### src/hw/pmi_pkg.sv
// constants, carriers and states shared by the command interpreter files
package pmi_pkg;
	localparam logic [3:0]  DEV_ADDR_HI          = 4'h8;
	localparam logic [7:0]  GEN_CALL_ADDR        = 8'h00;
	localparam logic [7:0]  OPERATION_CMD        = 8'h01;
	localparam logic [7:0]  CLEAR_FAULTS_CMD     = 8'h03;
	localparam logic [7:0]  VOUT_SET_CMD         = 8'h21;
	localparam logic [7:0]  OVERVOLTAGE_TRIP_CMD = 8'h40;
	localparam logic [7:0]  READ_STATUS_CMD      = 8'hd0;
	localparam int          AUX_CMD_N            = 14;
	localparam logic [7:0]  AUX_CMDS [AUX_CMD_N] = '{8'hd2, 8'hd3, 8'hd6, 8'hd7, 8'hd8, 8'hd9,
		8'hda, 8'hdc, 8'hdd, 8'hde, 8'hdf, 8'he0, 8'he1, 8'he2};
	localparam logic [7:0]  OP_ON_BYTE           = 8'h80;
	localparam logic [7:0]  OP_OFF_BYTE          = 8'h00;
	localparam int          VOUT_SCALE           = 400;
	localparam int          VOUT_MIN_V           = 42;
	localparam int          VOUT_MAX_V           = 58;
	localparam logic [15:0] VOUT_MIN_CODE        = 16'(VOUT_MIN_V * VOUT_SCALE);
	localparam logic [15:0] VOUT_MAX_CODE        = 16'(VOUT_MAX_V * VOUT_SCALE);
	localparam logic [15:0] VOUT_RST_CODE        = VOUT_MIN_CODE;
	localparam logic [15:0] OVLIM_RST_CODE       = 16'hffff;
	localparam logic [7:0]  BLK_COUNT            = 8'h09;
	localparam logic [3:0]  BLK_PEC_IDX          = 4'h9;
	localparam logic [7:0]  CRC_POLY             = 8'h07;
	localparam logic [7:0]  IDLE_BYTE            = 8'hff;
	localparam int          ST1_ISO_OK_BIT       = 6;

	// restart_and_command_flags, msb first
	typedef struct packed {
		logic checksum_mismatch_flag;
		logic will_restart;
		logic bad_cmd;
		logic high_line;
		logic iso_fail;
		logic restarted;
		logic value_range_flag;
		logic remote_enable_level_flag;
	} pmi_st2_t;

	typedef struct packed {
		logic       start;
		logic       stop;
		logic       addr;
		logic       rd;
		logic       rx;
		logic       tx;
		logic [7:0] data;
	} pmi_evt_t;

	typedef enum logic [6:0] {
		ST_IDLE = 7'b0000001,
		ST_ADDR = 7'b0000010,
		ST_RX   = 7'b0000100,
		ST_ACK  = 7'b0001000,
		ST_TX   = 7'b0010000,
		ST_MACK = 7'b0100000,
		ST_TXW  = 7'b1000000
	} pmi_bst_t;
endpackage

### src/hw/pmi_pec.sv
// crc-8 packet error code accumulator, one byte per strobe
`timescale 1ns/1ps
module pmi_pec
	import pmi_pkg::*;
(
	input  wire logic       clk_sys,
	input  wire logic       rst,
	input  wire logic       clr,
	input  wire logic       en,
	input  wire logic [7:0] din,
	output logic      [7:0] crc
);
	logic [7:0] crc_q;
	logic [7:0] crc_d;
	logic [7:0] c;

	always_comb begin
		c = crc_q ^ din;
		for (int i = 0; i < 8; i++) begin
			c = c[7] ? ({c[6:0], 1'b0} ^ CRC_POLY) : {c[6:0], 1'b0};
		end
		crc_d = clr ? 8'h00 : (en ? c : crc_q);
	end

	always_ff @(posedge clk_sys) begin
		if (rst) begin
			crc_q <= 8'h00;
		end else begin
			crc_q <= crc_d;
		end
	end

	assign crc = crc_q;
endmodule

### src/hw/pmi_bit_engine.sv
// two-wire slave bit engine: pin sampling, start/stop, byte shift, acknowledge
`timescale 1ns/1ps
module pmi_bit_engine
	import pmi_pkg::*;
(
	input  wire logic       clk_sys,
	input  wire logic       rst,
	input  wire logic       scl_in,
	input  wire logic       sda_in,
	output logic            sda_out,
	output logic            sda_oe,
	input  wire logic [2:0] addr_sel,
	input  wire logic [7:0] tx_byte,
	output pmi_evt_t        ev
);
	logic [1:0] r1_q, r2_q, r3_q, f_q, f_d;
	pmi_bst_t   st_q, st_d;
	logic [2:0] bit_q, bit_d;
	logic [7:0] sh_q, sh_d, rxb;
	logic       oe_q, oe_d, ackon_q, ackon_d, rd_q, rd_d;
	logic       rise, fall, start, stop, hit;
	pmi_evt_t   ev_q, ev_d;

	// bit 1 is the clock line, bit 0 the data line
	always_comb begin
		f_d   = ((r2_q ~^ r3_q) & r3_q) | (~(r2_q ~^ r3_q) & f_q);
		rise  = f_d[1] & ~f_q[1];
		fall  = ~f_d[1] & f_q[1];
		start = f_q[1] & f_d[1] & f_q[0] & ~f_d[0];
		stop  = f_q[1] & f_d[1] & ~f_q[0] & f_d[0];
		rxb   = {sh_q[6:0], f_d[0]};
		hit   = (rxb[7:1] == {DEV_ADDR_HI, addr_sel}) | (rxb == GEN_CALL_ADDR);
	end

	always_comb begin
		st_d    = st_q;
		bit_d   = bit_q;
		sh_d    = sh_q;
		oe_d    = oe_q;
		ackon_d = ackon_q;
		rd_d    = rd_q;
		ev_d    = '0;
		ev_d.data = ev_q.data;
		if (stop) begin
			st_d = ST_IDLE;
			oe_d = 1'b0;
			ev_d.stop = 1'b1;
		end else if (start) begin
			st_d    = ST_ADDR;
			bit_d   = 3'd0;
			oe_d    = 1'b0;
			ackon_d = 1'b0;
			ev_d.start = 1'b1;
		end else begin
			unique case (st_q)
				ST_IDLE: ;
				ST_ADDR, ST_RX: if (rise) begin
					sh_d  = rxb;
					bit_d = bit_q + 3'd1;
					if (bit_q == 3'd7) begin
						ev_d.data = rxb;
						st_d = ST_ACK;
						if (st_q == ST_RX) begin
							ev_d.rx = 1'b1;
						end else if (hit && !(rxb == 8'h01)) begin
							rd_d = rxb[0];
							ev_d.addr = 1'b1;
							ev_d.rd = rxb[0];
						end else begin
							st_d = ST_IDLE;
						end
					end
				end
				ST_ACK: if (fall) begin
					if (!ackon_q) begin
						oe_d    = 1'b1;
						ackon_d = 1'b1;
					end else begin
						ackon_d = 1'b0;
						oe_d    = 1'b0;
						bit_d   = 3'd0;
						st_d    = ST_RX;
						if (rd_q) begin
							st_d = ST_TX;
							sh_d = tx_byte;
							oe_d = ~tx_byte[7];
							ev_d.tx = 1'b1;
							ev_d.data = tx_byte;
						end
					end
				end
				ST_TX: begin
					if (rise) begin
						bit_d = bit_q + 3'd1;
						if (bit_q == 3'd7) begin
							st_d = ST_MACK;
						end
					end else if (fall) begin
						sh_d = {sh_q[6:0], 1'b0};
						oe_d = ~sh_q[6];
					end
				end
				// a not-acknowledge ends the read; the stop follows
				ST_MACK: begin
					if (fall) begin
						oe_d = 1'b0;
					end else if (rise) begin
						st_d = f_d[0] ? ST_IDLE : ST_TXW;
					end
				end
				ST_TXW: if (fall) begin
					st_d  = ST_TX;
					bit_d = 3'd0;
					sh_d  = tx_byte;
					oe_d  = ~tx_byte[7];
					ev_d.tx = 1'b1;
					ev_d.data = tx_byte;
				end
				default: st_d = ST_IDLE;
			endcase
		end
	end

	always_ff @(posedge clk_sys) begin
		if (rst) begin
			r1_q    <= 2'h3;
			r2_q    <= 2'h3;
			r3_q    <= 2'h3;
			f_q     <= 2'h3;
			st_q    <= ST_IDLE;
			bit_q   <= 3'd0;
			sh_q    <= 8'h00;
			oe_q    <= 1'b0;
			ackon_q <= 1'b0;
			rd_q    <= 1'b0;
			ev_q    <= '0;
		end else begin
			r1_q    <= {scl_in, sda_in};
			r2_q    <= r1_q;
			r3_q    <= r2_q;
			f_q     <= f_d;
			st_q    <= st_d;
			bit_q   <= bit_d;
			sh_q    <= sh_d;
			oe_q    <= oe_d;
			ackon_q <= ackon_d;
			rd_q    <= rd_d;
			ev_q    <= ev_d;
		end
	end

	assign sda_out = 1'b0;
	assign sda_oe  = oe_q;
	assign ev      = ev_q;
endmodule

### src/hw/pmi_cmd_interp.sv
// command decoder and status reporting for the rectifier management slave
// What this block does
// - command 01 with byte 80 turns output on, byte 00 turns it off.
// - after reset the output is on while remote enable is held low.
// - a restart from off clears alarms and latched shutdowns.
// - command 03 clears isolation, restart, command and checksum flags, but not the data flag.
// - command 21 carries a setpoint, low byte first, 400 counts per volt.
// - accepted setpoints lie between 42 and 58 volts.
// - a bus setpoint overrides margin input and default until power loss.
// - command 40 with two bytes loads the overvoltage shutdown threshold.
// - block read answers with a byte count that includes the checksum.
// - multi-byte values go out low byte first, then high byte.
// - code D0 returns count 9, status, alarms, volts, amps, temperature, checksum.
// - every error bit reads 1 for alarm and 0 for normal.
// - checksum mismatch sets status bit 7 and the command is dropped.
// - status bit 6 shows the unit restarts automatically after shutdown.
// - unsupported code sets status bit 5 and asserts the alert output.
// - status bit 4 shows high-line power capacity.
// - status bit 3 reports failed isolation test, with no fault reaction.
// - status bit 2 is set after a successful restart.
// - status bit 1 flags bad data and holds until valid data arrives.
// - status bit 0 mirrors the remote enable pin, 1 meaning off.
`timescale 1ns/1ps
module pmi_cmd_interp
	import pmi_pkg::*;
#(
	parameter logic [15:0] VOUT_DEF  = VOUT_RST_CODE,
	parameter logic [15:0] OVLIM_DEF = OVLIM_RST_CODE
) (
	input  wire logic        clk_sys,
	input  wire logic        rst,
	input  wire logic        scl_in,
	input  wire logic        sda_in,
	output logic             sda_out,
	output logic             sda_oe,
	input  wire logic [2:0]  addr_sel,
	input  wire logic        remote_en_n,
	input  wire logic        margin_sel,
	input  wire logic [15:0] margin_code,
	input  wire logic        auto_restart_cfg,
	input  wire logic        high_line,
	input  wire logic        iso_pass,
	input  wire logic        iso_fail,
	input  wire logic [7:0]  status1_in,
	input  wire logic [7:0]  alarm2_in,
	input  wire logic [7:0]  alarm1_in,
	input  wire logic [15:0] vout_meas,
	input  wire logic [7:0]  iout_meas,
	input  wire logic [7:0]  temp_meas,
	output logic             out_enable,
	output logic [15:0]      vout_target,
	output logic [15:0]      ov_trip_level,
	output logic             restart_clear,
	output logic             alert_n
);
	// pin order: margin select, remote enable, address straps
	logic [4:0]  p1_q, p2_q, p3_q, pf_q, pf_d;
	logic        remote_lvl;
	pmi_evt_t    ev;
	logic [7:0]  tx_byte;
	logic [7:0]  crc;
	logic        crc_clr;
	logic        crc_en;

	logic        inframe_q, inframe_d;
	logic        cmdv_q, cmdv_d;
	logic [7:0]  cmd_q, cmd_d;
	logic [2:0]  nb_q, nb_d;
	logic [7:0]  b0_q, b0_d;
	logic [7:0]  b1_q, b1_d;
	logic        rdph_q, rdph_d;
	logic [3:0]  idx_q, idx_d;
	logic        bad_set;
	logic        wr_end;
	logic        wr_ok;
	logic        pec_bad;
	logic [15:0] word;

	logic        on_q, on_d;
	logic        eff_q, eff_d;
	logic        rsc_q, rsc_d;
	logic        sw_q, sw_d;
	logic [15:0] sp_q, sp_d;
	logic [15:0] ov_q, ov_d;
	logic [15:0] vt_q, vt_d;
	logic        restart;
	logic        clr;
	logic        clr_any;
	logic        rng_set;
	logic        rng_clr;

	logic        pec_q, pec_d;
	logic        bad_q, bad_d;
	logic        isof_q, isof_d;
	logic        isok_q, isok_d;
	logic        rok_q, rok_d;
	logic        rng_q, rng_d;
	pmi_st2_t    st2;
	logic [7:0]  st1;

	function automatic logic known_cmd(input logic [7:0] c);
		logic k;
		k = (c == OPERATION_CMD) || (c == CLEAR_FAULTS_CMD) || (c == VOUT_SET_CMD) ||
			(c == OVERVOLTAGE_TRIP_CMD) || (c == READ_STATUS_CMD);
		for (int i = 0; i < AUX_CMD_N; i++) begin
			k = k | (c == AUX_CMDS[i]);
		end
		return k;
	endfunction

	function automatic logic [2:0] need_bytes(input logic [7:0] c);
		logic [2:0] n;
		n = 3'd0;
		if (c == OPERATION_CMD) begin
			n = 3'd1;
		end else if (c == VOUT_SET_CMD || c == OVERVOLTAGE_TRIP_CMD) begin
			n = 3'd2;
		end
		return n;
	endfunction

	pmi_bit_engine u_bits (
		.clk_sys  (clk_sys),
		.rst      (rst),
		.scl_in   (scl_in),
		.sda_in   (sda_in),
		.sda_out  (sda_out),
		.sda_oe   (sda_oe),
		.addr_sel (pf_q[2:0]),
		.tx_byte  (tx_byte),
		.ev       (ev)
	);

	// the checksum spans both halves of a read, so only a fresh start clears it
	assign crc_clr = ev.start & ~inframe_q;
	assign crc_en  = ev.addr | ev.rx | ev.tx;

	pmi_pec u_pec (
		.clk_sys (clk_sys),
		.rst     (rst),
		.clr     (crc_clr),
		.en      (crc_en),
		.din     (ev.data),
		.crc     (crc)
	);

	always_comb begin
		pf_d       = ((p2_q ~^ p3_q) & p3_q) | (~(p2_q ~^ p3_q) & pf_q);
		remote_lvl = pf_q[3];
	end

	always_comb begin
		inframe_d = inframe_q;
		cmdv_d    = cmdv_q;
		cmd_d     = cmd_q;
		nb_d      = nb_q;
		b0_d      = b0_q;
		b1_d      = b1_q;
		rdph_d    = rdph_q;
		idx_d     = idx_q;
		bad_set   = 1'b0;
		if (ev.start) begin
			if (!inframe_q) begin
				cmdv_d = 1'b0;
				rdph_d = 1'b0;
			end
			inframe_d = 1'b1;
		end
		if (ev.stop) begin
			inframe_d = 1'b0;
		end
		if (ev.addr && ev.rd) begin
			rdph_d = 1'b1;
			idx_d  = 4'h0;
		end
		if (ev.rx) begin
			if (!cmdv_q) begin
				cmd_d   = ev.data;
				cmdv_d  = 1'b1;
				nb_d    = 3'd0;
				bad_set = !known_cmd(ev.data);
			end else begin
				if (nb_q == 3'd0) begin
					b0_d = ev.data;
				end
				if (nb_q == 3'd1) begin
					b1_d = ev.data;
				end
				if (nb_q != 3'd7) begin
					nb_d = nb_q + 3'd1;
				end
			end
		end
		if (ev.tx && idx_q != 4'hf) begin
			idx_d = idx_q + 4'h1;
		end
	end

	// a write ends at stop with exactly its data bytes plus the checksum
	always_comb begin
		wr_end  = ev.stop & cmdv_q & ~rdph_q & (nb_q == need_bytes(cmd_q) + 3'd1);
		wr_ok   = wr_end & (crc == 8'h00);
		pec_bad = wr_end & (crc != 8'h00);
		word    = {b1_q, b0_q};
	end

	always_comb begin
		on_d    = on_q;
		sp_d    = sp_q;
		sw_d    = sw_q;
		ov_d    = ov_q;
		clr     = 1'b0;
		rng_set = 1'b0;
		rng_clr = 1'b0;
		if (wr_ok) begin
			case (cmd_q)
				OPERATION_CMD: begin
					if (b0_q == OP_ON_BYTE) begin
						on_d    = 1'b1;
						rng_clr = 1'b1;
					end else if (b0_q == OP_OFF_BYTE) begin
						on_d    = 1'b0;
						rng_clr = 1'b1;
					end else begin
						rng_set = 1'b1;
					end
				end
				VOUT_SET_CMD: begin
					if (word >= VOUT_MIN_CODE && word <= VOUT_MAX_CODE) begin
						sp_d    = word;
						sw_d    = 1'b1;
						rng_clr = 1'b1;
					end else begin
						rng_set = 1'b1;
					end
				end
				OVERVOLTAGE_TRIP_CMD: ov_d = word;
				CLEAR_FAULTS_CMD: clr = 1'b1;
				default: ;
			endcase
		end
		// only the remote pin or the operation byte can turn the output off
		eff_d   = on_q & ~remote_lvl;
		restart = eff_d & ~eff_q;
		rsc_d   = restart;
		clr_any = clr | restart;
		// a bus setpoint wins until reset; margin pin then has no effect
		vt_d = sw_q ? sp_q : (pf_q[4] ? margin_code : VOUT_DEF);
	end

	// every sticky flag: a set in the same cycle as a clear wins
	always_comb begin
		pec_d  = pec_bad | (pec_q & ~clr_any);
		bad_d  = bad_set | (bad_q & ~clr_any);
		isof_d = iso_fail | (isof_q & ~clr_any);
		isok_d = iso_pass | (isok_q & ~clr_any);
		rok_d  = restart | (rok_q & ~clr);
		rng_d  = rng_set | (rng_q & ~rng_clr);
	end

	always_comb begin
		st2.checksum_mismatch_flag   = pec_q;
		st2.will_restart             = auto_restart_cfg;
		st2.bad_cmd                  = bad_q;
		st2.high_line                = high_line;
		st2.iso_fail                 = isof_q;
		st2.restarted                = rok_q;
		st2.value_range_flag         = rng_q;
		st2.remote_enable_level_flag = remote_lvl;
		st1                 = status1_in;
		st1[ST1_ISO_OK_BIT] = isok_q;
	end

	always_comb begin
		tx_byte = IDLE_BYTE;
		if (cmdv_q && cmd_q == READ_STATUS_CMD) begin
			case (idx_q)
				4'h0: tx_byte = BLK_COUNT;
				4'h1: tx_byte = st2;
				4'h2: tx_byte = st1;
				4'h3: tx_byte = alarm2_in;
				4'h4: tx_byte = alarm1_in;
				4'h5: tx_byte = vout_meas[7:0];
				4'h6: tx_byte = vout_meas[15:8];
				4'h7: tx_byte = iout_meas;
				4'h8: tx_byte = temp_meas;
				BLK_PEC_IDX: tx_byte = crc;
				default: tx_byte = IDLE_BYTE;
			endcase
		end
	end

	always_ff @(posedge clk_sys) begin
		if (rst) begin
			p1_q      <= 5'h00;
			p2_q      <= 5'h00;
			p3_q      <= 5'h00;
			pf_q      <= 5'h00;
			inframe_q <= 1'b0;
			cmdv_q    <= 1'b0;
			cmd_q     <= 8'h00;
			nb_q      <= 3'd0;
			b0_q      <= 8'h00;
			b1_q      <= 8'h00;
			rdph_q    <= 1'b0;
			idx_q     <= 4'h0;
			on_q      <= 1'b1;
			eff_q     <= 1'b1;
			rsc_q     <= 1'b0;
			sw_q      <= 1'b0;
			sp_q      <= VOUT_RST_CODE;
			ov_q      <= OVLIM_DEF;
			vt_q      <= VOUT_DEF;
			pec_q     <= 1'b0;
			bad_q     <= 1'b0;
			isof_q    <= 1'b0;
			isok_q    <= 1'b0;
			rok_q     <= 1'b0;
			rng_q     <= 1'b0;
		end else begin
			p1_q      <= {margin_sel, remote_en_n, addr_sel};
			p2_q      <= p1_q;
			p3_q      <= p2_q;
			pf_q      <= pf_d;
			inframe_q <= inframe_d;
			cmdv_q    <= cmdv_d;
			cmd_q     <= cmd_d;
			nb_q      <= nb_d;
			b0_q      <= b0_d;
			b1_q      <= b1_d;
			rdph_q    <= rdph_d;
			idx_q     <= idx_d;
			on_q      <= on_d;
			eff_q     <= eff_d;
			rsc_q     <= rsc_d;
			sw_q      <= sw_d;
			sp_q      <= sp_d;
			ov_q      <= ov_d;
			vt_q      <= vt_d;
			pec_q     <= pec_d;
			bad_q     <= bad_d;
			isof_q    <= isof_d;
			isok_q    <= isok_d;
			rok_q     <= rok_d;
			rng_q     <= rng_d;
		end
	end

	assign out_enable    = eff_q;
	assign vout_target   = vt_q;
	assign ov_trip_level = ov_q;
	assign restart_clear = rsc_q;
	assign alert_n       = ~bad_q;
endmodule

### config.mk
export PLATFORM = sky130hd
export DESIGN_NAME = pmi_cmd_interp
export DESIGN_NICKNAME = d
export VERILOG_FILES = /design/src/hw/pmi_pkg.sv /design/src/hw/pmi_pec.sv /design/src/hw/pmi_bit_engine.sv /design/src/hw/pmi_cmd_interp.sv
export SDC_FILE = /design/constraint.sdc
export NUM_CORES = 1
export LEC_CHECK = 0
export BUFFER_PORTS_ARGS = -buffer_cell sky130_fd_sc_hd__buf_2
export CAP_MARGIN = 20
export CORE_ASPECT_RATIO = 1.2
export CORE_MARGIN = 4
export CORE_UTILIZATION = 61
export DETAILED_ROUTE_END_ITERATION = 8
export MAX_ROUTING_LAYER = met4
export PLACE_DENSITY = 0.9
export SETUP_SLACK_MARGIN = 0.05
export SLEW_MARGIN = 10
export SYNTH_ARGS = -nofsm -noshare
export SYNTH_HDL_FRONTEND = slang
export SYNTH_SLANG_ARGS = --single-unit
### constraint.sdc
create_clock -name clk_sys -period 6.4 [get_ports clk_sys]
set_input_delay 1.92 -clock clk_sys [delete_from_list [all_inputs] [get_ports clk_sys]]
set_output_delay 1.92 -clock clk_sys [all_outputs]
set_load 0.05 [all_outputs]
---- Word level (Yosys, flattened, before mapping) ----
Cells that the tools add are included.
word-level totals
  flip-flop bits (word level) ............. 162
  input port bits ......................... 85
  output and inout bits ................... 37
  logic and storage cells ................. 357
cells by class
  add/subtract/negate cells ............... 4
  order comparisons ....................... 2
  equality and inequality tests ........... 74
  mux-type cells .......................... 94
  bitwise gates (word level) .............. 87
  reductions and logical operators ........ 52
operators with widths
  kind                count
  $eq 8x8->1 const B  17
  $mux 7              18
  $pmux 8 s10         1
  $mux 3              15
  $pmux 7 s6          1
  $mux 9              4
  $mux 1              35
  $mux 16             2
  $reduce_and 10->1   3
  $ne 2x1->1 const B  14
  $pmux 7 s4          1
  $ne 3x1->1 const B  9
  $eq 8x1->1 const B  3
  $logic_not 8->1     3
  $mux 8              3
  $not 3->3           8
  $or 1x1->1          24
  $pmux 8 s3          1
  $not 1->1           23
  $and 1x1->1         21
  $eq 4x3->1 const B  4
  $eq 8x2->1 const B  2
  $eq 8x6->1 const B  2
  $eq 8x7->1 const B  2
  55 further kinds    97

---- Longest topological paths before layout ----
  depth in word-level cells ............... 23
  mapped depth ............................ 9
  mapped depth without buffers ............ 7

---- Hierarchy ----
From an unflattened synthesis, not the netlist that was laid out.
unflattened totals
  cells, all modules ...................... 924
  area total of the unflattened synthesis .. 7896.3 sq um
modules (own cells, without submodules)
  module          times used  cells each  area each (sq um)  seq. area each (sq um)
  pmi_cmd_interp  1           586         5003.5             2242.2
  pmi_bit_engine  1           278         2294.7             840.8
  pmi_pec         1           60          598.1              160.2

---- Least setup slack after synthesis ----
OpenSTA, ideal clock, no wires.
  kind .................................... in2reg
  start point ............................. input vout_meas[4]
  end point ............................... register u_bits.sh_q[4]
  setup time .............................. 117 ps
  arrival ................................. 2941 ps
  required time ........................... 6283 ps
  setup slack ............................. 3341 ps
  stages on the path ...................... 5
  path buffers ............................ 0
  cell sequence ........................... mux2_2 a22oi_1 o211ai_1 or3_1 a32o_1
on the way
  word-level cells in the longest chain between the ends .. 6
  elaborated cells between the ends (all ways) .. 7
  classes of those cells .................. mux (7)
ends and longest elaborated chain
  element               line                   text
  from (decl)           pmi_cmd_interp.sv:47   input wire logic [15:0] vout_meas,
  $pmux 8 s10 *         pmi_cmd_interp.sv:277  case (idx_q)
  $mux 8 *              pmi_cmd_interp.sv:276  if (cmdv_q && cmd_q == READ_STATUS_CMD) begin
  $mux 7                pmi_bit_engine.sv:83   if (rd_q) begin
  $mux 7                pmi_bit_engine.sv:75   if (!ackon_q) begin
  $mux 7                pmi_bit_engine.sv:74   ST_ACK: if (fall) begin
  $pmux 7 s4 *          pmi_bit_engine.sv:55   unique case (st_q)
  to (signal assigned)  pmi_bit_engine.sv:132  sh_q <= 8'h00;
  to (signal assigned)  pmi_bit_engine.sv:144  sh_q <= sh_d;
  to (decl)             pmi_bit_engine.sv:19   logic [7:0] sh_q, sh_d, rxb;
Every way passes the cells marked *; elsewhere a longest branch is shown, timed or not. The select of a mux whose other input is x is not followed.
A chain may end at the register's enable or synchronous reset.

---- Worst setup path in the final report ----
  start point ............................. input rst
  end point ............................... register u_pec.crc_q[4], in the netlist u_pec.crc[4]
on the way
  word-level cells in the longest chain between the ends .. 1
ends and longest elaborated chain
  element                    line                  text
  from (decl)                pmi_cmd_interp.sv:31  input wire logic rst,
  $reduce_or 2->1 (no line)  --
  to (signal assigned)       pmi_pec.sv:29         crc_q <= crc_d;
  to (decl)                  pmi_pec.sv:13         logic [7:0] crc_q;
Every way passes these cells.

==> impl_metrics.json <==
{
  "status": "completed",
  "initial_utilization_pct": 62.0,
  "synthTopCellsByArea": "dfxtp_1 41%, nand2_1 5.8%, a21oi_1 4.4%",
  "routedWlPerCell_um": 17.5,
  "routed_wl_mm": 20.9,
  "max_freq_mhz": 314,
  "clk_path_buf_depth": 2,
  "avgSynthCellArea_sq_um": 8.33,
  "htree_num_levels": 4,
  "yosysWarnings": 0,
  "finalHoldViolations": 0,
  "worstPathArrival_ns": 3.51,
  "numPortBuffers": 119,
  "power.density_nw_per_um2": 256,
  "synth_common_cells": "162 x dfxtp_1, 121 x nand2_1, 68 x a21oi_1",
  "grt_usage_pct": 28.6,
  "synth_cells": 939,
  "antennaDiodeCount": 0,
  "hold_path.class": "reg -> reg",
  "crit_fanout": 26,
  "hp-start": "u_bits.r1_q[1]$_SDFF_PP1_",
  "path_class": "in -> reg",
  "cp_top_family": "compound AO/OA/AOI/OAI gates",
  "cpPeakStageDelay_ns": 0.60,
  "synthArstFlopShare_pct": 0,
  "critPathCaptureType": "flop",
  "grt_pass1_wl_mm": 34.0,
  "fin_skew_ns": 0.00785,
  "vias": 7648,
  "clkSinkCount": 162,
  "grt_max_degree": 102,
  "synth_ff_type": "dfxtp_1",
  "fin_setup_tns_ns": 0,
  "ys_seq_elements": 162,
  "ir_worst_vdd_uv": 220,
  "yosysMostFrequentCell": "dfxtp_1",
  "yosysSeqAreaShare_pct": 41.5,
  "antenna_found_initial": 0,
  "post_cts_buffers": 0,
  "cellLeakagePower_nw": 3.25,
  "setup-violations-final": 0,
  "first_pass_iters": 7,
  "dpl_cell_area_sq_um": 8390,
  "io-pin-count": 122,
  "fin_util_pct": 71.0,
  "place_congestion": 0.954,
  "worstMarginPinSlew_ns": 1.02,
  "finalPower_mw": 2.29,
  "postRouteAntennaNets": 0,
  "r2r_setup_slack_ns": 3.52,
  "yosys.area.top_type": "dfxtp_1",
  "synth_edf_count": 0,
  "fin_crit_ns": 3.19,
  "die_area_sq_um": 14700,
  "final_area_sq_um": 8950,
  "startpoint_type": "input pin",
  "rows": 45,
  "area_growth_pct": 14.5,
  "required_ns": 6.72,
  "maxSlewHeadroom_pct": 31.0,
  "cts_buffers": 17,
  "clk_pin_slew_worst_paths_ns": 0.06,
  "r2r_start": "u_bits.st_q[4]$_SDFFE_PP0P_",
  "cts_resized": 0,
  "rsz0062_at_grt": "false",
  "cts_tree": "built",
  "via_per_inst": 6.39,
  "clk_latency_ns": 0.43,
  "drv_slew": 0,
  "hold_buffers": 0,
  "dpl.hpwl_mm": 14.4,
  "maxCapViolCount": 0,
  "chipWidth_um": 111,
  "root_buffer": "clkbuf_16",
  "cp_slowest_cell": "inv_1",
  "overflow": 0,
  "drc": 0,
  "worst-path-buf-inv": 2,
  "core_area_sq_um": 12600,
  "holdPathEnd": "u_bits.r2_q[1]$_SDFF_PP1_",
  "r2r_end": "u_bits.bit_q[1]$_SDFFE_PP0P_",
  "syn_nets": 1034,
  "crit_chain": "buf_2 -> inv_1 -> o21ai_1 -> a211oi_1",
  "grt_pass1_vias": 7174,
  "fin_crit_sh_pct": 49.8,
  "min_path_cells": 1,
  "syn_area_sq_um": 7820,
  "drive_gt1_share_pct": 17.4,
  "layout.nets": 1114,
  "drtIter0Drc": 647,
  "die_h_um": 132,
  "synth_top_area_share_pct": 41.5,
  "synth.distinct_cells": 81,
  "r2r_cells": 4
}
==> registers in the layout (all words and copies together), names as in the netlist, 3 cells and up, named ones only <==
signal	cells
u_bits.st_q	7
p1_q	5
u_bits.sh_q	7
idx_q	4
u_pec.crc	8
b1_q	8
cmd_q	8
b0_q	8
vout_target	16
ov_trip_level	16
u_bits.ev	14
p2_q	5
u_bits.bit_q	3
sp_q	16
p3_q	5
nb_q	3
==> kinds of logic after synthesis <==
group / synth area share [%]
flip-flops: 41.5
XOR/XNOR: 3.31
other: 0.0480
AND/OR/NAND/NOR: 21.9
AO/OA/AOI/OAI: 23.7
buffers and inverters: 4.86
adder cells (fa/ha/maj): 1.74
multiplexers: 2.98
==> worst max path at each step <==
| stage | startpoint | endpoint | depth (start not counted) |
|---|---|---|---|
| 6_report | rst | u_pec.crc[4]$_SDFFE_PP0P_ | 4 |
| 5_1_grt | rst | u_pec.crc[6]$_SDFFE_PP0P_ | 4 |
| 4_1_cts | rst | u_pec.crc[6]$_SDFFE_PP0P_ | 4 |
| 3_5_place_dp | rst | u_pec.crc[6]$_SDFFE_PP0P_ | 4 |
| 3_3_place_gp | rst | u_pec.crc[6]$_SDFFE_PP0P_ | 4 |
| 2_1_floorplan | vout_meas[4] | u_bits.sh_q[4]$_SDFFE_PP0P_ | 5 |
==> routing by layer <==
layer	global-route usage, %	wire length [um]	share of wire [%]	vias up
met4	13.8	871	4.2	0
met5	-	0	0	-
li1	-	-	-	3579
met2	47.4	10500	50	381
met1	33.2	8010	38	3607
met3	5.42	1570	7.5	81
==> layout make-up <==
type,instances,area [sq um]
fillers,984,3660
well taps,164,205
clock buffers,19,433
inverters,30,113
clock inverters,13,128
flip-flops and latches,162,3240
repair buffers,124,633
multi-input cells,684,4200
==> report_power, final <==
part           leakage (nW)  total, mW  switching [mW]  internal (mW)
Combinational          1.67      0.259           0.159         0.0998
Clock                 0.264      0.969           0.426          0.542
Sequential             1.31       1.06          0.0377           1.02
Total                  3.25       2.29           0.623           1.67
==> metrics by stage <==
stage | setup WS, ns | std cells | hold WS [ns]
2_1_floorplan | 3.34 | 939 | 0.389
3_3_place_gp | 2.85 | 1164 | 0.393
3_5_place_dp | 2.81 | 1164 | 0.397
4_1_cts | 3.22 | 1196 | 0.417
5_1_grt | 3.06 | 1196 | 0.425
6_report | 3.21 | 1196 | 0.412
==> layout by cell type (no fill, tap or decap), drive strengths merged, types with 9 or more instances in the layout <==
cell type / n
dfxtp: 162
buf: 124
nor3: 20
nand3: 31
nor2b: 26
nor2: 64
ha: 10
nor4: 10
xnor2: 17
a211oi: 11
o21ai: 64
xor2: 10
or3: 14
mux2i: 21
or2: 10
a31oi: 9
a22oi: 31
o22ai: 10
a21oi: 68
nand2: 121
clkbuf: 19
inv: 35
No activity file was read; power rests on OpenSTA's default activity.
